File: config.mk
export PLATFORM = sky130hd
export DESIGN_NAME = msrc_core
export DESIGN_NICKNAME = d
export VERILOG_FILES = /design/src/core/msrc_pkg.sv /design/src/core/msrc_sync.sv /design/src/core/msrc_core.sv
export VERILOG_INCLUDE_DIRS = /design/src /design/src/core
export SDC_FILE = /design/constraint.sdc
export NUM_CORES = 1
export LEC_CHECK = 0
export BUFFER_PORTS_ARGS = -buffer_cell sky130_fd_sc_hd__buf_2
export CAP_MARGIN = 40
export CORE_UTILIZATION = 26
export CTS_CLUSTER_DIAMETER = 80
export DETAILED_ROUTE_END_ITERATION = 8
export PLACE_DENSITY = 0.46
export SYNTH_ARGS = -nofsm -noshare
export SYNTH_HDL_FRONTEND = slang
export SYNTH_SLANG_ARGS = --single-unit
File: constraint.sdc
create_clock -name sys_clk_in -period 10.4 [get_ports sys_clk_in]
set_input_delay 1.56 -clock sys_clk_in [delete_from_list [all_inputs] [get_ports sys_clk_in]]
set_output_delay 1.56 -clock sys_clk_in [all_outputs]
set_load 0.01 [all_outputs]
File: src/core/msrc_cfg.svh
// offsets, field positions, reset values and timing counts of the reset controller
`ifndef MSRC_CFG_SVH
`define MSRC_CFG_SVH

// ****************************************
// register byte offsets
// ****************************************
`define MSRC_OFF_CTRL       12'h000
`define MSRC_OFF_SOURCE     12'h004
`define MSRC_OFF_IRQ_STAT   12'h008
`define MSRC_OFF_IRQ_MASK   12'h00c
`define MSRC_OFF_HRCW       12'h010
`define MSRC_OFF_HRCW_ACT   12'h014
`define MSRC_OFF_STRAPS     12'h018
`define MSRC_OFF_STATE      12'h01c

// ****************************************
// field positions
// ****************************************
`define MSRC_CTRL_WD_EN     0
`define MSRC_CTRL_BM_EN     1
`define MSRC_SRC_POR        0
`define MSRC_SRC_EXT_HARD   1
`define MSRC_SRC_WATCHDOG   2
`define MSRC_SRC_BUS_MON    3
`define MSRC_SRC_EXT_SOFT   4
`define MSRC_SRC_TAP        5

// ****************************************
// reset values
// ****************************************
`define MSRC_CTRL_RST       2'h3
`define MSRC_MASK_RST       6'h00
`define MSRC_HRCW_RST       32'h0000_0000

// ****************************************
// timing counts, in clock cycles
// ****************************************
`define MSRC_POR_HOLD_CYC   11'h400
`define MSRC_HARD_REL_CYC   11'h200
`define MSRC_SOFT_REL_CYC   11'h203
`define MSRC_GUARD_CYC      11'h004

`endif

File: src/core/msrc_pkg.sv
// types shared by the reset controller files
package msrc_pkg;
  typedef enum logic [2:0] {
    ST_POR_IN,
    ST_POR_HOLD,
    ST_PLL_WAIT,
    ST_RELEASE,
    ST_GUARD,
    ST_IDLE
  } msrc_state_t;

  typedef enum logic [1:0] {
    FL_NONE,
    FL_POR,
    FL_HARD,
    FL_SOFT
  } msrc_flow_t;

  typedef logic [5:0] msrc_cause_t;
endpackage : msrc_pkg

File: src/core/msrc_sync.sv
// three-stage synchroniser; a change counts once stages two and three agree
`timescale 1ns/1ps
module msrc_sync #(
  parameter int W = 1
) (
  input  wire logic         sys_clk_in,
  input  wire logic         rst_in,
  input  wire logic [W-1:0] async_in,
  input  wire logic [W-1:0] rst_val_in,
  output logic      [W-1:0] stable_out
);
  logic [W-1:0] s1_reg;
  logic [W-1:0] s2_reg;
  logic [W-1:0] s3_reg;

  always_ff @(posedge sys_clk_in or posedge rst_in) begin
    if (rst_in) begin
      s1_reg <= '0;
      s2_reg <= '0;
      s3_reg <= '0;
    end else begin
      s1_reg <= async_in;
      s2_reg <= s1_reg;
      s3_reg <= s2_reg;
    end
  end

  // reset value stands until real pin levels fill all three stages, so an idle-high line
  // shows no false low after reset; a flop under async reset sees only a constant
  logic [1:0] init_cnt_reg;
  always_ff @(posedge sys_clk_in or posedge rst_in) begin
    if (rst_in) begin
      init_cnt_reg <= 2'h0;
    end else if (init_cnt_reg != 2'h3) begin
      init_cnt_reg <= init_cnt_reg + 2'h1;
    end
  end

  genvar i;
  generate
    for (i = 0; i < W; i++) begin : g_bit
      logic val_reg;
      always_ff @(posedge sys_clk_in) begin
        if (init_cnt_reg != 2'h3) begin
          val_reg <= rst_val_in[i];
        end else if (s2_reg[i] == s3_reg[i]) begin
          val_reg <= s3_reg[i];
        end
      end
      assign stable_out[i] = val_reg;
    end
  endgenerate
endmodule : msrc_sync

File: src/core/msrc_core.sv
// multi-source reset controller with apb register access
// Summary of operation
// - power-on input starts power-on flow, resetting cores and the pll; apb-written registers keep their values
// - power-on flow drives both lines, holds cores, samples configuration
// - straps captured only by power-on reset, untouched by other flows
// - soft line stays driven whenever hard line is driven
// - both lines open-drain: device only pulls low or releases
// - hard flow drives both lines, resets cores, samples configuration
// - hard reset reloads configuration from the 32-bit configuration word
// - external soft line low counts only while device asserts no reset
// - soft flow drives soft line, resets cores, keeps configuration
// - enabled watchdog expiry starts internal hard flow
// - enabled bus monitor expiry starts internal hard flow
// - tap host reset command starts internal soft flow
// - readable record shows sources of the most recent reset
// - internal power-on reset held 1024 cycles after input release
// - hard line released 512 cycles after pll lock
// - soft line released 515 cycles after pll lock
// - straps latched when power-on input is released
`timescale 1ns/1ps
`include "msrc_cfg.svh"
module msrc_core (
  input  wire logic        sys_clk_in,
  input  wire logic        rst_in,
  input  wire logic        psel_in,
  input  wire logic        penable_in,
  input  wire logic        pwrite_in,
  input  wire logic [11:0] paddr_in,
  input  wire logic [31:0] pwdata_in,
  output logic [31:0]      prdata_out,
  output logic             pready_out,
  output logic             pslverr_out,
  input  wire logic        power_on_reset_n_in,
  input  wire logic        hard_reset_line_in,
  output logic             hard_reset_line_out,
  output logic             hard_reset_line_oe_out,
  input  wire logic        soft_reset_line_in,
  output logic             soft_reset_line_out,
  output logic             soft_reset_line_oe_out,
  input  wire logic        system_pll_lock_in,
  output logic             system_pll_reset_out,
  output logic             por_internal_out,
  output logic             core_reset_out,
  output logic             config_sample_out,
  input  wire logic        watchdog_expired_in,
  input  wire logic        bus_monitor_expired_in,
  input  wire logic        tap_host_reset_in,
  input  wire logic [1:0]  clock_mode_straps_in,
  input  wire logic        reset_conf_mode_in,
  input  wire logic [2:0]  boot_mode_in,
  input  wire logic [3:0]  chip_identifier_straps_in,
  input  wire logic        port64_sel_in,
  output logic [10:0]      straps_out,
  output logic [31:0]      hard_config_word_out,
  output logic             irq_out
);
  import msrc_pkg::*;

  // ****************************************
  // pin synchronisers
  // ****************************************
  logic [14:0] pins_raw;
  logic [14:0] pins_sync;
  logic [14:0] pins_rst;
  logic        por_low;
  logic        hard_low;
  logic        soft_low;
  logic        pll_lock;
  logic [10:0] straps_now;

  assign pins_raw = {clock_mode_straps_in, reset_conf_mode_in, boot_mode_in,
                     chip_identifier_straps_in, port64_sel_in, system_pll_lock_in,
                     soft_reset_line_in, hard_reset_line_in, power_on_reset_n_in};
  // lines settle idle-high, power-on input taken as asserted until seen
  assign pins_rst = 15'h0006;

  msrc_sync #(.W(15)) u_sync (
    .sys_clk_in (sys_clk_in),
    .rst_in     (rst_in),
    .async_in   (pins_raw),
    .rst_val_in (pins_rst),
    .stable_out (pins_sync)
  );

  assign por_low    = !pins_sync[0];
  assign hard_low   = !pins_sync[1];
  assign soft_low   = !pins_sync[2];
  assign pll_lock   = pins_sync[3];
  assign straps_now = pins_sync[14:4];

  // ****************************************
  // registers and sequencer state
  // ****************************************
  msrc_state_t state_reg;
  msrc_flow_t  flow_reg;
  logic [10:0] cnt_reg;
  logic [1:0]  ctrl_reg;
  msrc_cause_t source_reg;
  msrc_cause_t irq_stat_reg;
  msrc_cause_t irq_mask_reg;
  logic [31:0] hrcw_reg;
  logic [31:0] hrcw_act_reg;
  logic [10:0] straps_reg;
  logic        cfg_load_reg;
  logic [31:0] prdata_reg;
  logic        pslverr_reg;

  // ****************************************
  // request arbitration
  // ****************************************
  logic        wd_req;
  logic        bm_req;
  logic        ext_hard_req;
  logic        ext_soft_req;
  logic        hard_req;
  logic        soft_req;
  logic        start_hard;
  logic        start_soft;
  logic        strap_cap;
  logic        hard_drive;
  logic        soft_drive;
  msrc_cause_t cause;

  assign wd_req = watchdog_expired_in && ctrl_reg[`MSRC_CTRL_WD_EN];
  assign bm_req = bus_monitor_expired_in && ctrl_reg[`MSRC_CTRL_BM_EN];
  // our own drive echoes back for a few cycles, so guard ignores the lines
  assign ext_hard_req = hard_low && !hard_drive && state_reg != ST_GUARD;
  assign ext_soft_req = soft_low && state_reg == ST_IDLE;
  assign hard_req = wd_req || bm_req || ext_hard_req;
  assign soft_req = ext_soft_req || tap_host_reset_in;
  // power-on beats hard beats soft; a running flow is only escalated
  assign start_hard = !por_low && hard_req && flow_reg != FL_POR &&
                      flow_reg != FL_HARD;
  assign start_soft = !por_low && !start_hard && soft_req && flow_reg == FL_NONE;
  assign strap_cap  = state_reg == ST_POR_IN && !por_low;

  always_comb begin
    cause = '0;
    cause[`MSRC_SRC_EXT_HARD] = start_hard && ext_hard_req;
    cause[`MSRC_SRC_WATCHDOG] = start_hard && wd_req;
    cause[`MSRC_SRC_BUS_MON]  = start_hard && bm_req;
    cause[`MSRC_SRC_EXT_SOFT] = start_soft && ext_soft_req;
    cause[`MSRC_SRC_TAP]      = start_soft && tap_host_reset_in;
    cause[`MSRC_SRC_POR]      = por_low && state_reg != ST_POR_IN;
  end

  // ****************************************
  // sequencer
  // ****************************************
  always_ff @(posedge sys_clk_in or posedge rst_in) begin
    if (rst_in) begin
      state_reg <= ST_POR_IN;
      flow_reg  <= FL_POR;
      cnt_reg   <= 11'h000;
    end else if (por_low) begin
      state_reg <= ST_POR_IN;
      flow_reg  <= FL_POR;
      cnt_reg   <= 11'h000;
    end else if (start_hard) begin
      state_reg <= ST_RELEASE;
      flow_reg  <= FL_HARD;
      cnt_reg   <= 11'h000;
    end else if (start_soft) begin
      state_reg <= ST_RELEASE;
      flow_reg  <= FL_SOFT;
      cnt_reg   <= 11'h000;
    end else begin
      case (state_reg)
        ST_POR_IN: begin
          state_reg <= ST_POR_HOLD;
          cnt_reg   <= 11'h000;
        end
        ST_POR_HOLD: begin
          cnt_reg <= cnt_reg + 11'h001;
          if (cnt_reg == `MSRC_POR_HOLD_CYC - 11'h001) begin
            state_reg <= ST_PLL_WAIT;
          end
        end
        ST_PLL_WAIT: begin
          cnt_reg <= 11'h000;
          if (pll_lock) begin
            state_reg <= ST_RELEASE;
          end
        end
        ST_RELEASE: begin
          cnt_reg <= cnt_reg + 11'h001;
          if (cnt_reg == `MSRC_SOFT_REL_CYC - 11'h001) begin
            state_reg <= ST_GUARD;
            flow_reg  <= FL_NONE;
            cnt_reg   <= 11'h000;
          end
        end
        ST_GUARD: begin
          cnt_reg <= cnt_reg + 11'h001;
          if (cnt_reg == `MSRC_GUARD_CYC - 11'h001) begin
            state_reg <= ST_IDLE;
          end
        end
        default: begin
          state_reg <= ST_IDLE;
          cnt_reg   <= 11'h000;
        end
      endcase
    end
  end

  // ****************************************
  // line drive and reset outputs
  // ****************************************
  assign hard_drive = (flow_reg == FL_POR || flow_reg == FL_HARD) &&
                      (state_reg != ST_RELEASE ||
                       cnt_reg < `MSRC_HARD_REL_CYC);
  assign soft_drive = flow_reg != FL_NONE || hard_drive;

  // open drain: the data output is always low, only the enable moves
  assign hard_reset_line_out    = 1'b0;
  assign hard_reset_line_oe_out = hard_drive;
  assign soft_reset_line_out    = 1'b0;
  assign soft_reset_line_oe_out = soft_drive;
  assign por_internal_out       = state_reg == ST_POR_IN || state_reg == ST_POR_HOLD;
  assign system_pll_reset_out   = por_internal_out;
  assign core_reset_out         = soft_drive;
  assign config_sample_out      = cfg_load_reg;
  assign straps_out             = straps_reg;
  assign hard_config_word_out   = hrcw_act_reg;

  // ****************************************
  // configuration capture
  // ****************************************
  always_ff @(posedge sys_clk_in or posedge rst_in) begin
    if (rst_in) begin
      straps_reg <= 11'h000;
    end else if (strap_cap) begin
      straps_reg <= straps_now;
    end
  end

  always_ff @(posedge sys_clk_in or posedge rst_in) begin
    if (rst_in) begin
      hrcw_act_reg <= `MSRC_HRCW_RST;
      cfg_load_reg <= 1'b0;
    end else begin
      cfg_load_reg <= strap_cap || start_hard;
      if (strap_cap || start_hard) begin
        hrcw_act_reg <= hrcw_reg;
      end
    end
  end

  // ****************************************
  // source record and interrupt
  // ****************************************
  logic apb_setup;
  logic apb_access;
  logic rd_irq;

  assign apb_setup  = psel_in && !penable_in;
  assign apb_access = psel_in && penable_in;
  assign rd_irq     = apb_access && !pwrite_in && paddr_in == `MSRC_OFF_IRQ_STAT;

  always_ff @(posedge sys_clk_in or posedge rst_in) begin
    if (rst_in) begin
      source_reg <= 6'h01;
    end else if (|cause) begin
      source_reg <= cause;
    end
  end

  // set wins; a read clears only the bits its setup snapshot reported, so none is lost
  always_ff @(posedge sys_clk_in or posedge rst_in) begin
    if (rst_in) begin
      irq_stat_reg <= 6'h00;
    end else begin
      irq_stat_reg <= (rd_irq ? irq_stat_reg & ~prdata_reg[5:0] : irq_stat_reg) | cause;
    end
  end

  assign irq_out = |(irq_stat_reg & irq_mask_reg);

  // ****************************************
  // apb slave, zero wait states
  // ****************************************
  logic wr_en;
  assign wr_en = apb_access && pwrite_in;

  always_ff @(posedge sys_clk_in or posedge rst_in) begin
    if (rst_in) begin
      ctrl_reg     <= `MSRC_CTRL_RST;
      irq_mask_reg <= `MSRC_MASK_RST;
      hrcw_reg     <= `MSRC_HRCW_RST;
    end else if (wr_en) begin
      case (paddr_in)
        `MSRC_OFF_CTRL:     ctrl_reg     <= pwdata_in[1:0];
        `MSRC_OFF_IRQ_MASK: irq_mask_reg <= pwdata_in[5:0];
        `MSRC_OFF_HRCW:     hrcw_reg     <= pwdata_in;
        default: begin
        end
      endcase
    end
  end

  // read data is prepared in the setup cycle so it comes from a flop in access
  always_ff @(posedge sys_clk_in or posedge rst_in) begin
    if (rst_in) begin
      prdata_reg  <= 32'h0000_0000;
      pslverr_reg <= 1'b0;
    end else if (apb_setup) begin
      pslverr_reg <= 1'b0;
      prdata_reg  <= 32'h0000_0000;
      case (paddr_in)
        `MSRC_OFF_CTRL:     prdata_reg <= {30'h0, ctrl_reg};
        `MSRC_OFF_SOURCE:   prdata_reg <= {26'h0, source_reg};
        `MSRC_OFF_IRQ_STAT: prdata_reg <= {26'h0, irq_stat_reg};
        `MSRC_OFF_IRQ_MASK: prdata_reg <= {26'h0, irq_mask_reg};
        `MSRC_OFF_HRCW:     prdata_reg <= hrcw_reg;
        `MSRC_OFF_HRCW_ACT: prdata_reg <= hrcw_act_reg;
        `MSRC_OFF_STRAPS:   prdata_reg <= {21'h0, straps_reg};
        `MSRC_OFF_STATE:    prdata_reg <= {24'h0, 1'b0, state_reg, flow_reg,
                                           soft_drive, hard_drive};
        default:            pslverr_reg <= 1'b1;
      endcase
    end
  end

  assign pready_out  = 1'b1;
  assign prdata_out  = prdata_reg;
  assign pslverr_out = pslverr_reg && apb_access;

  // ****************************************
  // assertions
  // ****************************************
  property p_por_flow;
    @(posedge sys_clk_in) disable iff (rst_in)
    por_low |=> flow_reg == FL_POR && system_pll_reset_out;
  endproperty
  a_por_flow: assert property (p_por_flow) else $error("por flow not taken");

  property p_por_drive;
    @(posedge sys_clk_in) disable iff (rst_in)
    flow_reg == FL_POR && state_reg != ST_RELEASE |-> hard_reset_line_oe_out && core_reset_out;
  endproperty
  a_por_drive: assert property (p_por_drive) else $error("por flow not driving");

  property p_straps_keep;
    @(posedge sys_clk_in) disable iff (rst_in)
    !strap_cap |=> $stable(straps_reg);
  endproperty
  a_straps_keep: assert property (p_straps_keep) else $error("straps changed");

  property p_soft_with_hard;
    @(posedge sys_clk_in) disable iff (rst_in)
    hard_reset_line_oe_out |-> soft_reset_line_oe_out;
  endproperty
  a_soft_with_hard: assert property (p_soft_with_hard) else $error("soft not held");

  property p_open_drain;
    @(posedge sys_clk_in) disable iff (rst_in)
    !hard_reset_line_out && !soft_reset_line_out;
  endproperty
  a_open_drain: assert property (p_open_drain) else $error("line driven high");

  property p_hrcw_load;
    @(posedge sys_clk_in) disable iff (rst_in)
    start_hard |=> hrcw_act_reg == $past(hrcw_reg) && config_sample_out;
  endproperty
  a_hrcw_load: assert property (p_hrcw_load) else $error("config word not loaded");

  property p_soft_keep;
    @(posedge sys_clk_in) disable iff (rst_in)
    flow_reg == FL_SOFT && !por_low && !start_hard |=> $stable(hrcw_act_reg);
  endproperty
  a_soft_keep: assert property (p_soft_keep) else $error("soft flow changed config");

  property p_wd_hard;
    @(posedge sys_clk_in) disable iff (rst_in)
    wd_req && !por_low && flow_reg != FL_POR && flow_reg != FL_HARD |=> flow_reg == FL_HARD;
  endproperty
  a_wd_hard: assert property (p_wd_hard) else $error("watchdog ignored");

  property p_bm_hard;
    @(posedge sys_clk_in) disable iff (rst_in)
    bm_req && !por_low && flow_reg != FL_POR && flow_reg != FL_HARD |=> flow_reg == FL_HARD;
  endproperty
  a_bm_hard: assert property (p_bm_hard) else $error("bus monitor ignored");

  property p_hard_rel;
    @(posedge sys_clk_in) disable iff (rst_in)
    $fell(hard_drive) && !por_low |-> $past(cnt_reg) == `MSRC_HARD_REL_CYC - 11'h001
      ##3 $fell(soft_drive);
  endproperty
  a_hard_rel: assert property (p_hard_rel) else $error("hard release timing");
endmodule : msrc_core

==> run_summary.xml <==
<?xml version="1.0" encoding="UTF-8"?>
<metrics>
  <group name="routing">
    <metric name="ant_nets" unit="">0</metric>
    <metric name="route.detailed.drc" unit="">0</metric>
    <metric name="post_drt_wl_per_cell" unit="um">17.3</metric>
    <metric name="detailroute.via_count" unit="">5701</metric>
    <metric name="drt_wl_total" unit="mm">22.2</metric>
    <metric name="drt_pre_antenna_iters" unit="">4</metric>
    <metric name="detailedRoute.firstIterationViolations" unit="">320</metric>
    <metric name="detail_route.vias_per_cell" unit="">4.45</metric>
  </group>
  <group name="finish">
    <metric name="final_common_cell" unit="">dfrtp_1</metric>
    <metric name="drive_gt1_share" unit="%">36.2</metric>
    <metric name="num-nets-final" unit="">894</metric>
    <metric name="fill_cells" unit="">3324</metric>
    <metric name="syn2layout_area_growth" unit="%">24.0</metric>
    <metric name="most-common-layout-cells" unit="">dfrtp_1 (188), buf_2 (150), nand2_1 (65), mux2_2 (59), o21ai_0 (51)</metric>
    <metric name="final_util" unit="%">32.6</metric>
    <metric name="multi_input_area" unit="mm2">0.00320</metric>
    <metric name="area.sequential" unit="mm2">0.00511</metric>
  </group>
  <group name="cts">
    <metric name="cts-root-buf" unit="">clkbuf_16</metric>
    <metric name="clkSinkCount" unit="">207</metric>
    <metric name="post_cts.repair.setup_buffers" unit="">0</metric>
    <metric name="clk_latency" unit="ns">0.53</metric>
    <metric name="clock_buffer_count_from_cts" unit="">24</metric>
    <metric name="cts.reportedPaths.clkPinSlew" unit="ns">0.06</metric>
    <metric name="ctsHoldBuffers" unit="">0</metric>
    <metric name="tritoncts" unit="">built</metric>
    <metric name="clock_path_buffers" unit="">3</metric>
    <metric name="htree_levels" unit="">1</metric>
    <metric name="ctsResizeCount" unit="">0</metric>
  </group>
  <group name="sta">
    <metric name="tightest_slew" unit="ns">0.779</metric>
    <metric name="hold_slack" unit="ns">0.346</metric>
    <metric name="slew-limit-headroom" unit="%">47.7</metric>
    <metric name="grt_setup_unrepaired" unit="">false</metric>
    <metric name="final-hold-violation-count" unit="">0</metric>
    <metric name="final.period_utilization" unit="%">35.6</metric>
    <metric name="setup_viol_count_final" unit="">0</metric>
    <metric name="totalNegativeSetupSlack" unit="ns">0</metric>
    <metric name="report.final.slew_viol_count" unit="">0</metric>
    <metric name="timing.final.crit_period" unit="ns">3.71</metric>
    <metric name="finalClockSkew" unit="ns">0.0315</metric>
    <metric name="fmaxAchievable" unit="GHz">0.270</metric>
  </group>
  <group name="placed_design">
    <metric name="finalWeightedCongestion" unit="">0.808</metric>
    <metric name="numPortBuffers" unit="">149</metric>
    <metric name="detailed_place_hpwl" unit="mm">15.7</metric>
  </group>
  <group name="yosys">
    <metric name="synthSimpleGateAreaFrac" unit="%">9.44</metric>
    <metric name="yosys.area.top_type" unit="">dfrtp_1</metric>
    <metric name="yosysSeqAreaShare" unit="%">59.8</metric>
    <metric name="synth_mux_area_share" unit="%">15.3</metric>
    <metric name="area_share_of_fa_ha_maj_cells_after_synthesis" unit="%">1.02</metric>
    <metric name="synth_cell_types" unit="">61</metric>
    <metric name="synth_top_family_by_area" unit="">multiplexers</metric>
    <metric name="synth-warning-count" unit="">0</metric>
    <metric name="number_of_synthesized_flops_with_an_enable_pin" unit="">0</metric>
    <metric name="postSynth.topFlopCell" unit="">dfrtp_1</metric>
    <metric name="synthesis.area" unit="mm2">0.00855</metric>
    <metric name="synth_top_cells_by_area" unit="">dfrtp_1 (55%), mux2_2 (7.8%), mux2_4 (5.1%), dfxtp_1 (3.5%), o21ai_0 (3.0%)</metric>
    <metric name="synth.ff_latch_count" unit="">207</metric>
    <metric name="synth_compound_gate_area_share" unit="%">10.4</metric>
    <metric name="yosys.area_share.xor_xnor" unit="%">1.02</metric>
    <metric name="asyncSetResetFlopFracSynth" unit="%">92.8</metric>
    <metric name="syn-instance-count" unit="">669</metric>
    <metric name="avgSynthCellArea" unit="um2">12.8</metric>
    <metric name="synth_largest_type_area_fraction" unit="%">55.1</metric>
  </group>
  <group name="worst_setup_path">
    <metric name="endpoint_of_the_worst_register_to_register_path" unit="">hard_config_word_out[20]$_DFFE_PP0P_</metric>
    <metric name="critical_path.slowest_cell" unit="">nor4_4</metric>
    <metric name="reg2regPathDepth" unit="">5</metric>
    <metric name="critical-path-top-delay-family" unit="">simple AND/OR/NAND/NOR gates</metric>
    <metric name="ff2ff_setup_slack" unit="ns">7.50</metric>
    <metric name="worstPathMaxFanout" unit="">17</metric>
    <metric name="crit_path_end_kind" unit="">flip-flop</metric>
    <metric name="startpoint_type" unit="">input pin</metric>
    <metric name="worstPathBufferInverterCount" unit="">2</metric>
    <metric name="reg2reg_from" unit="">state_reg[1]$_DFFE_PP0P_</metric>
    <metric name="worstPathArrival" unit="ns">4.10</metric>
    <metric name="crit_type" unit="">input pin to flip-flop</metric>
    <metric name="cp_cell_sequence" unit="">buf_2 -&gt; or4b_1 -&gt; nor4_4 -&gt; buf_4 -&gt; mux2_2</metric>
    <metric name="max_stage_delay" unit="ns">0.79</metric>
    <metric name="crit_required" unit="ns">10.79</metric>
  </group>
  <group name="global_route">
    <metric name="gr-max-usage-layer" unit="">met2</metric>
    <metric name="global_route.usage.total" unit="%">13.6</metric>
    <metric name="grt_remaining_overflow" unit="">0</metric>
    <metric name="first_global_vias" unit="">5882</metric>
    <metric name="gr-usage-met1" unit="%">18.4</metric>
    <metric name="wire_length_of_the_first_global_routing_pass" unit="mm">35.3</metric>
    <metric name="antenna_found_initial" unit="">3</metric>
    <metric name="largest_net_degree_at_the_start_of_global_routing" unit="">77</metric>
    <metric name="gr-usage-met3" unit="%">3.30</metric>
    <metric name="gr_util_met2" unit="%">21.5</metric>
  </group>
  <group name="pwr">
    <metric name="finalPower" unit="mW">1.84</metric>
    <metric name="worst_ir_drop_vdd" unit="V">0.000105</metric>
    <metric name="p_per_area" unit="mW/mm2">174</metric>
    <metric name="power.leakage" unit="nW">5.01</metric>
  </group>
  <group name="min_path">
    <metric name="min_from" unit="">u_sync.s1_reg[7]$_DFF_PP0_</metric>
    <metric name="worst_hold_path_type" unit="">flip-flop to flip-flop</metric>
    <metric name="whs_path_depth" unit="">0</metric>
    <metric name="hold_path_end" unit="">u_sync.s2_reg[7]$_DFF_PP0_</metric>
  </group>
  <group name="floorplanning">
    <metric name="design.core.area" unit="mm2">0.0325</metric>
    <metric name="fp.dieW" unit="um">183</metric>
    <metric name="starting_density_of_the_core" unit="%">26.3</metric>
    <metric name="rows" unit="">66</metric>
    <metric name="fp.dieArea" unit="mm2">0.0336</metric>
    <metric name="boundaryPins" unit="">153</metric>
    <metric name="fp.dieH" unit="um">183</metric>
  </group>
  <group name="flow_run">
    <metric name="cap_violations" unit="">0</metric>
  </group>
  <group name="outcome">
    <metric name="outcome" unit="">complete, no violations</metric>
  </group>
</metrics>
-- worst reg2reg max path, cell delays in order (launching register included) --
cell	delay, ns
dfrtp_1	0.47
nor2_1	0.36
and3_1	0.66
o21bai_4	0.24
buf_4	0.59
mux2_2	0.44
-- layer usage --
| layer | vias to the layer above | part of all wire, % |
|---|---|---|
| li1 | 2704 | - |
| met3 | 34 | 6.0 |
| met4 | 2 | 2.5 |
| met5 | - | 0.050 |
| met1 | 2816 | 46 |
| met2 | 145 | 45 |
-- metrics by stage --
| stage | cell area, um2 | instances | worst slack, ns |
|---|---|---|---|
| after global routing | 10600 | 1280 | 6.56 |
| after floorplan | 8550 | 670 | 3.62 |
| after detailed placement | 9800 | 1236 | 6.10 |
| after global placement | 9700 | 1231 | 5.43 |
| final | 10600 | 1282 | 6.69 |
| after CTS | 10600 | 1280 | 6.65 |
-- cells by family after synthesis --
| kind of cell | Yosys count |
|---|---|
| buffers and inverters | 45 |
| and+or+nand+nor | 160 |
| xor gates and xnor gates | 10 |
| DFF | 207 |
| AOI/OAI and AO/OA | 133 |
| adders and majority gates | 7 |
| other | 2 |
| muxes | 105 |
-- cell type report --
type / count / area share, %
diodes: 2 / 0.0472
clock buffers: 32 / 6.05
clock inverters: 12 / 1.42
inverters: 9 / 0.390
multi-input cells: 418 / 30.2
flip-flops and latches: 207 / 48.2
well taps: 442 / 5.22
repair buffers: 160 / 8.40
-- where the power goes --
| part | total, mW | internal, mW | leakage (nW) | switching, mW |
|---|---|---|---|---|
| registers | 0.867 | 0.838 | 2.64 | 0.0296 |
| logic | 0.130 | 0.0558 | 1.98 | 0.0742 |
| clock network | 0.844 | 0.509 | 0.392 | 0.335 |
| total | 1.84 | 1.40 | 5.01 | 0.439 |
-- synthesized netlist by cell type (10+ instances only) --
library cell / count
dfrtp_1: 188
a22oi_1: 28
mux2i_1: 13
a21boi_0: 13
dfxtp_1: 15
o21ai_0: 51
nand2_1: 65
nor2_1: 31
nor3_1: 10
nand3_1: 13
clkbuf_1: 15
mux2_2: 59
mux2_4: 29
-- worst max path at each step --
stage,from,endpoint,cells after the start
floorplan,rst_in,cnt_reg[0]$_DFF_PP0_,1
global placement,paddr_in[9],hrcw_reg[1]$_DFFE_PP0P_,6
detailed placement,paddr_in[4],hrcw_reg[9]$_DFFE_PP0P_,5
CTS,paddr_in[4],hrcw_reg[12]$_DFFE_PP0P_,5
global route,paddr_in[4],hrcw_reg[15]$_DFFE_PP0P_,5
finish,paddr_in[4],hrcw_reg[10]$_DFFE_PP0P_,5
Power figures use the tool's default switching activity.
